File: config.mk
export PLATFORM = sky130hd
export DESIGN_NAME = mad_core
export DESIGN_NICKNAME = d
export VERILOG_FILES = /design/src/mad_pkg.sv /design/src/mad_core.sv /design/src/mad_mult.sv
export VERILOG_INCLUDE_DIRS = /design/src
export SDC_FILE = /design/constraint.sdc
export NUM_CORES = 1
export LEC_CHECK = 0
export BUFFER_PORTS_ARGS = -buffer_cell sky130_fd_sc_hd__buf_2
export CAP_MARGIN = 20
export CORE_UTILIZATION = 35
export CTS_BUF_LIST = sky130_fd_sc_hd__clkbuf_16
export DETAILED_ROUTE_END_ITERATION = 10
export GPL_ROUTABILITY_DRIVEN = 0
export MAX_ROUTING_LAYER = met4
export PLACE_DENSITY_LB_ADDON = 0.1
export SETUP_SLACK_MARGIN = 0.15
export SYNTH_ARGS = -nofsm -noshare
export SYNTH_HDL_FRONTEND = slang
export SYNTH_SLANG_ARGS = --single-unit
File: constraint.sdc
create_clock -name ref_clk -period 7.4 [get_ports ref_clk]
set_input_delay 0.74 -clock ref_clk [delete_from_list [all_inputs] [get_ports ref_clk]]
set_output_delay 0.74 -clock ref_clk [all_outputs]
set_load 0.01 [all_outputs]
File: src/mad_defs.svh
// Constants of the execution datapath: cycle counts, register indices, widths
`ifndef MAD_DEFS_SVH
`define MAD_DEFS_SVH
`define MAD_DATA_W 8
`define MAD_CYC_ONE 2'h1
`define MAD_CYC_TWO 2'h2
`define MAD_WREG_AUX 8'h82
`define MAD_WREG_ZIDX 8'h83
`define MAD_WREG_YIDX 8'h84
`define MAD_WREG_BANK 8'h86
`define MAD_WREG_PROGRAM_FLAG_REGISTER 8'h8E
`define MAD_BCD_LIMIT 4'h9
`define MAD_BCD_FIX 4'h6
`endif

File: src/mad_pkg.sv
// Types of the execution datapath
package mad_pkg;
    typedef enum logic [4:0] {
        MAD_OP_NONE, MAD_OP_MOV_AM, MAD_OP_MOV_MA, MAD_OP_MOV_AI, MAD_OP_MOV_MI,
        MAD_OP_XCH, MAD_OP_TBL, MAD_OP_ADC, MAD_OP_ADD, MAD_OP_SBC, MAD_OP_SUB,
        MAD_OP_DAA, MAD_OP_MUL, MAD_OP_AND, MAD_OP_OR, MAD_OP_XOR, MAD_OP_SWAP,
        MAD_OP_NIBBLE_SWAP_IN_PLACE
    } mad_op_t;
    typedef struct packed {
        mad_op_t op;
        logic use_imm;
        logic dst_mem;
        logic bank_zero;
        logic [7:0] addr;
        logic [7:0] imm;
    } mad_req_t;
    typedef struct packed {
        logic carry;
        logic dcarry;
        logic zero;
    } mad_flags_t;
    typedef struct packed {
        logic we;
        logic bank_zero;
        logic [7:0] addr;
        logic [7:0] data;
    } mad_wr_t;
endpackage : mad_pkg

File: src/mad_core.sv
// Execution datapath: moves, arithmetic, logic, swaps and flag updates
// Behaviour
// RULE1 - add with carry sums A, M, carry
// RULE2 - plain add sets carry, decimal carry, zero
// RULE3 - immediate add to accumulator, one cycle
// RULE4 - subtract with borrow uses inverted carry
// RULE5 - plain subtract: carry low means borrow
// RULE6 - bank zero add writes bank zero
// RULE7 - decimal adjust in one cycle, carry only
// RULE8 - multiply two cycles, high byte to aux
// RULE9 - table read two cycles, aux and accumulator
// RULE10 - memory load sets zero, immediate load and stores keep flags
// RULE11 - immediate store only to working registers
// RULE12 - exchange swaps, flags unchanged
// RULE13 - logic ops update zero only
// RULE14 - nibble swap into accumulator
// RULE15 - nibble swap in place
// RULE16 - decoded operation selector from decode
// RULE17 - all results commit at final cycle
`timescale 1ns/1ps
`include "mad_defs.svh"
module mad_core import mad_pkg::*; #(
    parameter int DATA_W = `MAD_DATA_W
) (
    // Clock and reset
    input wire logic ref_clk,
    input wire logic reset_n,
    input wire logic clk_en,
    // Request from decode, operand and table data from memory
    input wire logic req_valid,
    input wire mad_req_t req,
    input wire logic [7:0] mem_rdata,
    input wire logic [15:0] rom_rdata,
    // Results
    output logic busy_q,
    output logic done_q,
    output logic [1:0] cycles_q,
    output logic reject_q,
    output logic [7:0] acc_q,
    output logic [7:0] aux_q,
    output mad_flags_t flags_q,
    output mad_wr_t wr_q,
    output logic [15:0] rom_addr_q
);
    typedef enum logic [1:0] {ST_IDLE, ST_MUL, ST_TBL} mad_st_t;
    mad_st_t st_q, st_d;
    logic busy_d, done_d, reject_d;
    logic [1:0] cycles_d;
    logic [7:0] acc_d, aux_d, yidx_q, yidx_d, zidx_q, zidx_d;
    mad_flags_t flags_d;
    mad_wr_t wr_d;
    logic [15:0] rom_addr_d;
    logic mul_load;
    logic [15:0] prod;
    logic [7:0] opnd, res, lo_adj;
    logic [8:0] sum9;
    logic [4:0] sum5;
    initial begin
        if (DATA_W != 8) $error("mad_core supports only 8-bit data");
    end

    function automatic logic is_work_reg(input logic [7:0] a);
        return a == `MAD_WREG_AUX || a == `MAD_WREG_ZIDX || a == `MAD_WREG_YIDX ||
            a == `MAD_WREG_BANK || a == `MAD_WREG_PROGRAM_FLAG_REGISTER;
    endfunction : is_work_reg

    function automatic logic [7:0] swap_nib(input logic [7:0] v);
        return {v[3:0], v[7:4]};
    endfunction : swap_nib

    mad_mult #(.W(8)) u_mult (
        .ref_clk(ref_clk),
        .reset_n(reset_n),
        .clk_en(clk_en),
        .load(mul_load),
        .a(acc_q),
        .b(mem_rdata),
        .prod_q(prod)
    );

    always_comb begin
        st_d = st_q;
        busy_d = 1'b0;
        done_d = 1'b0;
        reject_d = 1'b0;
        cycles_d = cycles_q;
        acc_d = acc_q;
        aux_d = aux_q;
        yidx_d = yidx_q;
        zidx_d = zidx_q;
        flags_d = flags_q;
        wr_d = '0;
        rom_addr_d = rom_addr_q;
        mul_load = 1'b0;
        opnd = req.use_imm ? req.imm : mem_rdata;
        sum9 = 9'h000;
        sum5 = 5'h00;
        res = 8'h00;
        lo_adj = 8'h00;
        case (st_q)
            ST_IDLE: begin
                if (req_valid) begin
                    // RULE16 decoded selector in
                    case (req.op)
                        // RULE10 loads and stores
                        MAD_OP_MOV_AM: begin
                            acc_d = mem_rdata;
                            flags_d.zero = (mem_rdata == 8'h00);
                        end
                        MAD_OP_MOV_MA: begin
                            wr_d = '{we: 1'b1, bank_zero: req.bank_zero, addr: req.addr,
                                data: acc_q};
                        end
                        MAD_OP_MOV_AI: acc_d = req.imm;
                        MAD_OP_MOV_MI: begin
                            // RULE11 working registers only
                            if (is_work_reg(req.addr)) begin
                                wr_d = '{we: 1'b1, bank_zero: 1'b1, addr: req.addr,
                                    data: req.imm};
                                if (req.addr == `MAD_WREG_AUX) aux_d = req.imm;
                                if (req.addr == `MAD_WREG_YIDX) yidx_d = req.imm;
                                if (req.addr == `MAD_WREG_ZIDX) zidx_d = req.imm;
                            end else begin
                                reject_d = 1'b1;
                            end
                        end
                        MAD_OP_XCH: begin
                            // RULE12 swap, flags kept
                            acc_d = mem_rdata;
                            wr_d = '{we: 1'b1, bank_zero: req.bank_zero, addr: req.addr,
                                data: acc_q};
                        end
                        MAD_OP_ADC, MAD_OP_ADD, MAD_OP_SBC, MAD_OP_SUB: begin
                            // RULE1 RULE2 RULE3 add paths
                            if (req.op == MAD_OP_ADC || req.op == MAD_OP_ADD) begin
                                sum9 = {1'b0, acc_q} + {1'b0, opnd} +
                                    {8'h00, (req.op == MAD_OP_ADC) & flags_q.carry};
                                sum5 = {1'b0, acc_q[3:0]} + {1'b0, opnd[3:0]} +
                                    {4'h0, (req.op == MAD_OP_ADC) & flags_q.carry};
                            end else begin
                                // RULE4 RULE5 carry set means no borrow
                                sum9 = {1'b0, acc_q} + {1'b0, ~opnd} +
                                    {8'h00, (req.op == MAD_OP_SUB) | flags_q.carry};
                                sum5 = {1'b0, acc_q[3:0]} + {1'b0, ~opnd[3:0]} +
                                    {4'h0, (req.op == MAD_OP_SUB) | flags_q.carry};
                            end
                            res = sum9[7:0];
                            flags_d = '{carry: sum9[8], dcarry: sum5[4], zero: res == 8'h00};
                            // RULE6 bank zero target when flagged
                            if (req.dst_mem) begin
                                wr_d = '{we: 1'b1, bank_zero: req.bank_zero, addr: req.addr,
                                    data: res};
                            end else begin
                                acc_d = res;
                            end
                        end
                        MAD_OP_DAA: begin
                            // RULE7 decimal adjust, carry only
                            lo_adj = (acc_q[3:0] > `MAD_BCD_LIMIT || flags_q.dcarry) ?
                                {4'h0, `MAD_BCD_FIX} : 8'h00;
                            sum9 = {1'b0, acc_q} + {1'b0, lo_adj};
                            if (sum9[7:4] > `MAD_BCD_LIMIT || flags_q.carry || sum9[8]) begin
                                sum9 = sum9 + {1'b0, `MAD_BCD_FIX, 4'h0};
                            end
                            acc_d = sum9[7:0];
                            flags_d.carry = sum9[8] || (acc_q > 8'h99) ||
                                flags_q.carry;
                        end
                        MAD_OP_MUL: begin
                            mul_load = 1'b1;
                            st_d = ST_MUL;
                            busy_d = 1'b1;
                        end
                        MAD_OP_TBL: begin
                            // RULE9 address from index pair
                            rom_addr_d = {yidx_q, zidx_q};
                            st_d = ST_TBL;
                            busy_d = 1'b1;
                        end
                        MAD_OP_AND, MAD_OP_OR, MAD_OP_XOR: begin
                            // RULE13 zero only
                            res = (req.op == MAD_OP_AND) ? (acc_q & opnd) :
                                (req.op == MAD_OP_OR) ? (acc_q | opnd) : (acc_q ^ opnd);
                            flags_d.zero = (res == 8'h00);
                            if (req.dst_mem) begin
                                wr_d = '{we: 1'b1, bank_zero: req.bank_zero, addr: req.addr,
                                    data: res};
                            end else begin
                                acc_d = res;
                            end
                        end
                        // RULE14 swap into accumulator
                        MAD_OP_SWAP: acc_d = swap_nib(mem_rdata);
                        MAD_OP_NIBBLE_SWAP_IN_PLACE: begin
                            // RULE15 swap written back
                            wr_d = '{we: 1'b1, bank_zero: req.bank_zero, addr: req.addr,
                                data: swap_nib(mem_rdata)};
                        end
                        default: ;
                    endcase
                    if (req.op != MAD_OP_MUL && req.op != MAD_OP_TBL) begin
                        done_d = 1'b1;
                        cycles_d = `MAD_CYC_ONE;
                    end
                end
            end
            ST_MUL: begin
                // RULE8 RULE17 product commits at end
                acc_d = prod[7:0];
                aux_d = prod[15:8];
                flags_d.zero = (prod[7:0] == 8'h00);
                done_d = 1'b1;
                cycles_d = `MAD_CYC_TWO;
                st_d = ST_IDLE;
            end
            ST_TBL: begin
                acc_d = rom_rdata[7:0];
                aux_d = rom_rdata[15:8];
                done_d = 1'b1;
                cycles_d = `MAD_CYC_TWO;
                st_d = ST_IDLE;
            end
            default: st_d = ST_IDLE;
        endcase
    end

    // RULE17 single commit point
    always_ff @(posedge ref_clk or negedge reset_n) begin
        if (!reset_n) begin
            st_q <= ST_IDLE;
            busy_q <= 1'b0;
            done_q <= 1'b0;
            reject_q <= 1'b0;
            cycles_q <= 2'h0;
            acc_q <= 8'h00;
            aux_q <= 8'h00;
            yidx_q <= 8'h00;
            zidx_q <= 8'h00;
            flags_q <= '0;
            wr_q <= '0;
            rom_addr_q <= 16'h0000;
        end else if (clk_en) begin
            st_q <= st_d;
            busy_q <= busy_d;
            done_q <= done_d;
            reject_q <= reject_d;
            cycles_q <= cycles_d;
            acc_q <= acc_d;
            aux_q <= aux_d;
            yidx_q <= yidx_d;
            zidx_q <= zidx_d;
            flags_q <= flags_d;
            wr_q <= wr_d;
            rom_addr_q <= rom_addr_d;
        end
    end
endmodule : mad_core

File: src/mad_mult.sv
// Registered 8x8 multiplier used as the first stage of a multiply
`timescale 1ns/1ps
module mad_mult import mad_pkg::*; #(
    parameter int W = 8
) (
    input wire logic ref_clk,
    input wire logic reset_n,
    input wire logic clk_en,
    input wire logic load,
    input wire logic [W-1:0] a,
    input wire logic [W-1:0] b,
    output logic [2*W-1:0] prod_q
);
    logic [2*W-1:0] prod_d;
    initial begin
        if (W < 1) $error("mad_mult width must be positive");
    end
    always_comb begin
        prod_d = prod_q;
        if (load) begin
            prod_d = {{W{1'b0}}, a} * {{W{1'b0}}, b};
        end
    end
    always_ff @(posedge ref_clk or negedge reset_n) begin
        if (!reset_n) begin
            prod_q <= '0;
        end else if (clk_en) begin
            prod_q <= prod_d;
        end
    end
endmodule : mad_mult

Word-level counts from Yosys, hierarchy flattened
Index checks and enable logic that the tools add are counted.
- flip-flop bits (word level): 92
- latch bits: 0
- bits in writable memories: 0
- bits in read-only memories: 0
- input bits: 52
- output and inout port bits: 58
- word-level logic and storage cells: 164
- memories: 0
- add/sub/neg operators: 10
- multiply operators: 1
- div/mod/pow operators: 0
- order comparisons: 3
- eq/ne operators: 36
- shift operators: 0
- muxes and demuxes: 52
- bitwise operators: 7
- reductions and logical operators: 37
- operator list (operator ; number):
    18-bit two-way mux ; 5
    18-bit one-hot mux with 5 select lines ; 1
    8-bit two-way mux ; 10
    9-bit two-way mux ; 8
    8-bit one-hot mux with 3 select lines ; 2
    8-bit one-hot mux with 6 select lines ; 1
    5-bit by 4-bit equality test with 1-bit output (second input constant) ; 8
    8-bit equality test (second input constant) ; 5
    8-bit logical NOT ; 4
    6-bit AND reduction ; 4
    5-bit by 3-bit equality test with 1-bit output (second input constant) ; 4
    4-bit AND reduction ; 5
    8-bit by 8-bit adder with 9-bit output ; 2
    9-bit by 1-bit adder with 9-bit output ; 2
    8-bit by 8-bit multiplier with 16-bit output ; 1
    1-bit two-way mux ; 13
    4-bit by 4-bit adder with 5-bit output ; 2
    5-bit by 1-bit adder with 5-bit output ; 2
    5-bit by 2-bit equality test with 1-bit output (second input constant) ; 2
    5-bit equality test (second input constant) ; 2
    1-bit logical OR ; 10
    8-bit by 3-bit adder with 9-bit output ; 1
    9-bit by 7-bit adder with 9-bit output (second input constant) ; 1
    8-bit bitwise AND ; 1
    34 further kinds ; 50

Longest topological paths before layout
- depth after elaboration: 14
- depth in mapped cells: 18

Hierarchy
Synthesis repeated with hierarchy kept, for this count alone.
- cell total of the unflattened synthesis: 911
- area total of the unflattened synthesis: 8314.2 um2
- modules (own cells, without submodules) (module ; instances ; cells an instance ; area an instance (um2) ; seq. area each (um2)):
    mad_core ; 1 ; 626 ; 5654.2 ; 1901.8
    mad_mult ; 1 ; 285 ; 2660.1 ; 400.4

Worst setup path before layout
No wires, ideal clock.
- kind: input to register
- from: in mem_rdata[7]
- to: reg u_mult.prod_q[14]
- data arrival time: 4.807 ns
- required time: 7.265 ns
- slack: 2.458 ns
- stages on the path: 17
- path buffers: 1
- path through: clkbuf_1 -> nand2_1 -> fa_1 -> inv_1 -> fa_1 -> inv_1 -> fa_1 -> inv_1 -> fa_1 -> ha_1 -> or2_2 -> o31a_1 -> a311oi_1 -> o21bai_1 -> a21oi_1 -> xor2_1 -> o21ai_0
- longest elaborated chain between the ends: 1
- RTL lines (element ; RTL line ; source):
    from (decl) ; mad_core.sv:32 ; input wire logic [7:0] mem_rdata,
    8-bit by 8-bit multiplier with 16-bit output ; mad_mult.sv:21 ; prod_d = {{W{1'b0}}, a} * {{W{1'b0}}, b};
    to (signal assigned) ; mad_mult.sv:28 ; prod_q <= prod_d;
    to (decl) ; mad_mult.sv:12 ; output logic [2*W-1:0] prod_q
Every way passes these cells.
A chain may end at the register's enable or synchronous reset.

Worst setup path in the final report
- from: reg acc_q[5]
- to: reg u_mult.prod_q[14]
- longest elaborated chain between the ends: 1
- RTL lines (element ; RTL line ; source):
    from (decl) ; mad_core.sv:39 ; output logic [7:0] acc_q,
    from (signal assigned) ; mad_core.sv:235 ; acc_q <= 8'h00;
    from (signal assigned) ; mad_core.sv:248 ; acc_q <= acc_d;
    8-bit by 8-bit multiplier with 16-bit output ; mad_mult.sv:21 ;
Every way passes these cells.

==> results by group <==
Run status
  – Status: finished clean

CTS
  – # resized after CTS: 0
  – Post-CTS Setup Inserts: 0
  – CTS Sinks: 92
  – Worst-Skew Late Latency: 340 ps
  – TritonCTS clock tree: yes
  – CTS Buf Count: 9
  – Clk pin slew, worst setup/hold paths: 70 ps
  – CTS max path bufs: 2
  – Root buffer cell: clkbuf_16
  – Hold_buf cts: 0
  – H-tree depth: 3

GRT
  – Grt ovf: 0
  – Largest net degree at the start of global routing: 78
  – Antenna violations before repair: 0
  – Gr usage total: 23.2%
  – Number of global-route vias before repair: 7,009
  – First-pass GRT wire length: 41,400 um

Cells and area
  – Filler cells: 2,333
  – Multi-input logic area: 5320 um2
  – Syn-to-layout area delta: 13.3%
  – Sequential Area: 2300 um2
  – Design area: 9280 um2
  – Antenna diodes: 0
  – Nets: 1,131
  – Share of cells above drive strength 1: 18.3%
  – Final core occ: 40.7%

Synth
  – Most frequent cells after synthesis: dfrtp_1 (92), inv_1 (91), nand2_1 (87)
  – Synth Cell Area: 8190 um2
  – Mapped Cells: 900
  – Post-synth top area cell: dfrtp_1
  – Yosys cell types: 67
  – Asr flop ratio synth: 100%
  – Synthesis warning total: 0
  – Top-count cell post-synth: dfrtp_1
  – Top post-synthesis cells by area: dfrtp_1 (28%), ha_1 (10%), fa_1 (10%)
  – Top FF cell, synth: dfrtp_1
  – #FFs+latches synth: 92
  – Syn_area_per_cell: 9.10 um2
  – Number of synthesized flops with an enable pin: 0
  – Top-area cell type share of the netlist area: 28.1%
  – Sequential share of the synthesized area: 28.1%
  – Syn_nets: 1,059

Floorplanning
  – Initial Util: 36.0%
  – Die X: 155 um
  – Chip height: 155 um
  – Cell Rows: 55
  – Core area: 22,800 um2
  – DIE AREA: 24,000 um2
  – Io pins: 110

Power and ir drop
  – LEAKAGE: 4.62 nW
  – VDD IR-drop max: 265 uV
  – Cell area power density: 403 nW/um2

Critical path
  – Crit Path Max Fanout: 20
  – Most common cell on crit path: fa_1
  – Worst path top cell family by delay: adder cells
  – Worst Setup SP: acc_q[5]$_DFFE_PN0P_
  – Critical R2R Launch: acc_q[5]$_DFFE_PN0P_
  – Critical Path Start Type: flip-flop
  – WP data required: 7610 ps
  – Stages on the worst setup path: 15
  – Worst Path Arrival: 5250 ps
  – Setup CP Type: flip-flop to flip-flop
  – Crit. End Element: flip-flop
  – R2R cell count: 15
  – Worst Path Buf+Inv: 2
  – Slowest cell on crit path: dfrtp_1
  – CP cell instances: and2_1 -> fa_1 -> fa_1 -> inv_1 -> fa_1 -> inv_1 -> fa_1 -> ha_1 -> or2_2 -> o31a_1 -> a311oi_1 -> o21bai_1 -> a21oi_1 -> xor2_1 -> o21ai_0
  – Largest stage delay, worst path: 840 ps

STA
  – Rel. slew slack: 30.5%
  – Period utilization: 68.0%
  – WHS: 251 ps
  – Fmax: 199 MHz
  – Worst-Margin Slew: 1040 ps
  – Final Hold Viols: 0
  – Tmin final: 5030 ps
  – Slew Limit Fails: 0
  – TNS Setup: 0 ps
  – Final setup violation count: 0
  – Worst Skew: 14.2 ps
  – Unrepaired setup endpoints after global routing: no

Route
  – Vias: 7,061
  – First-pass DRT Iterations: 6
  – Post-DRT Antenna Nets: 0
  – DRC: 0
  – DRT iter0 DRCs: 465
  – DR WL/cell: 20.4 um
  – DR vias/cell: 5.47
  – Total Wirelength: 26,400 um

Hold path
  – HP Class: input pin to async pin

Placement
  – Placed cell area: 8950 um2
  – Hpwl dp: 20,200 um
  – Buffers added on ports: 109

Run
  – Max Cap Viol: 0
## per-layer routing
metal / global-route usage (%) / vias to the layer above / part of all wire [%]
met3: 3.43 / 25 / 4.8
li1: - / 3324 / -
met2: 37.2 / 195 / 48
met1: 30.5 / 3517 / 46
met5: - / - / 0
met4: 5.99 / 0 / 1.8
## placed cells by master (no fill, tap or decap), types with 4 or more instances in the layout
master	n
a211oi_1	11
a21boi_0	5
a21o_1	16
a21oi_1	41
a221o_1	5
a222oi_1	9
a22o_1	10
a22oi_1	22
a31oi_1	8
a32oi_1	4
a41oi_1	4
and2_1	42
and3_1	5
buf_2	108
buf_4	6
clkbuf_16	9
dfrtp_1	92
fa_1	41
ha_1	66
inv_1	91
mux2_2	39
mux2i_1	22
nand2_1	87
nand2b_1	10
nand3_1	17
nand4_1	4
nor2_1	25
nor2b_1	7
nor3_1	10
nor4_1	7
o21ai_0	47
o21bai_1	6
o22ai_1	7
o2bb2ai_1	7
o31ai_1	7
xnor2_1	14
xor2_1	9
## power by group
part           total [mW]  internal (mW)  leakage (nW)  switching (mW)
Sequential          0.728          0.590          1.24           0.138
Combinational        2.54           1.04          3.23            1.50
Clock               0.472          0.265         0.151           0.207
Total                3.74           1.89          4.62            1.84
## state kept, by name (all words and copies together) (netlist names)
register	flops
wr_q	18
reject_q	1
flags_q	3
acc_q	8
busy_q	1
st_q	2
aux_q	8
cycles_q	2
u_mult.prod_q	16
rom_addr_q	16
done_q	1
yidx_q	8
zidx_q	8
## through the flow
| step | instances | power [mW] | setup slack, ps |
|---|---|---|---|
| 2_1_floorplan | 900 | 2.49 | 2460 |
| 3_3_place_gp | 1272 | 3.30 | 2200 |
| 3_5_place_dp | 1272 | 3.28 | 2160 |
| 4_1_cts | 1288 | 3.79 | 2350 |
| 5_1_grt | 1290 | 4.12 | 2140 |
| 6_report | 1290 | 3.74 | 2370 |
## worst paths after layout
check | to | slack (ps)
max in group asynchronous | u_mult.prod_q[0]$_DFFE_PN0P_ | 5870
min | wr_q[9]$_DFFE_PN0P_ | 250
max reg2reg | u_mult.prod_q[14]$_DFFE_PN0P_ | 2370
max | u_mult.prod_q[14]$_DFFE_PN0P_ | 2370
min in group ref_clk | aux_q[7]$_DFFE_PN0P_ | 470
min reg2reg | aux_q[7]$_DFFE_PN0P_ | 470
## cell families after synthesis
group                    share of synthesized area, %
AO/OA/AOI/OAI                                    19.7
AND/OR/NAND/NOR                                  14.6
buffers and inverters                            6.95
adder cells (fa/ha/maj)                          20.1
flip-flops                                       28.1
multiplexers                                     8.05
XOR/XNOR                                         2.46
## cell type report
type	instances	area share [%]
Multi-Input combinational cell	661	57.3
Tap cell	313	4.22
Clock buffer	9	2.43
Inverter	92	3.72
Timing Repair Buffer	116	6.69
Clock inverter	7	0.795
Sequential cell	92	24.8
(Power assumes the default switching activity.)
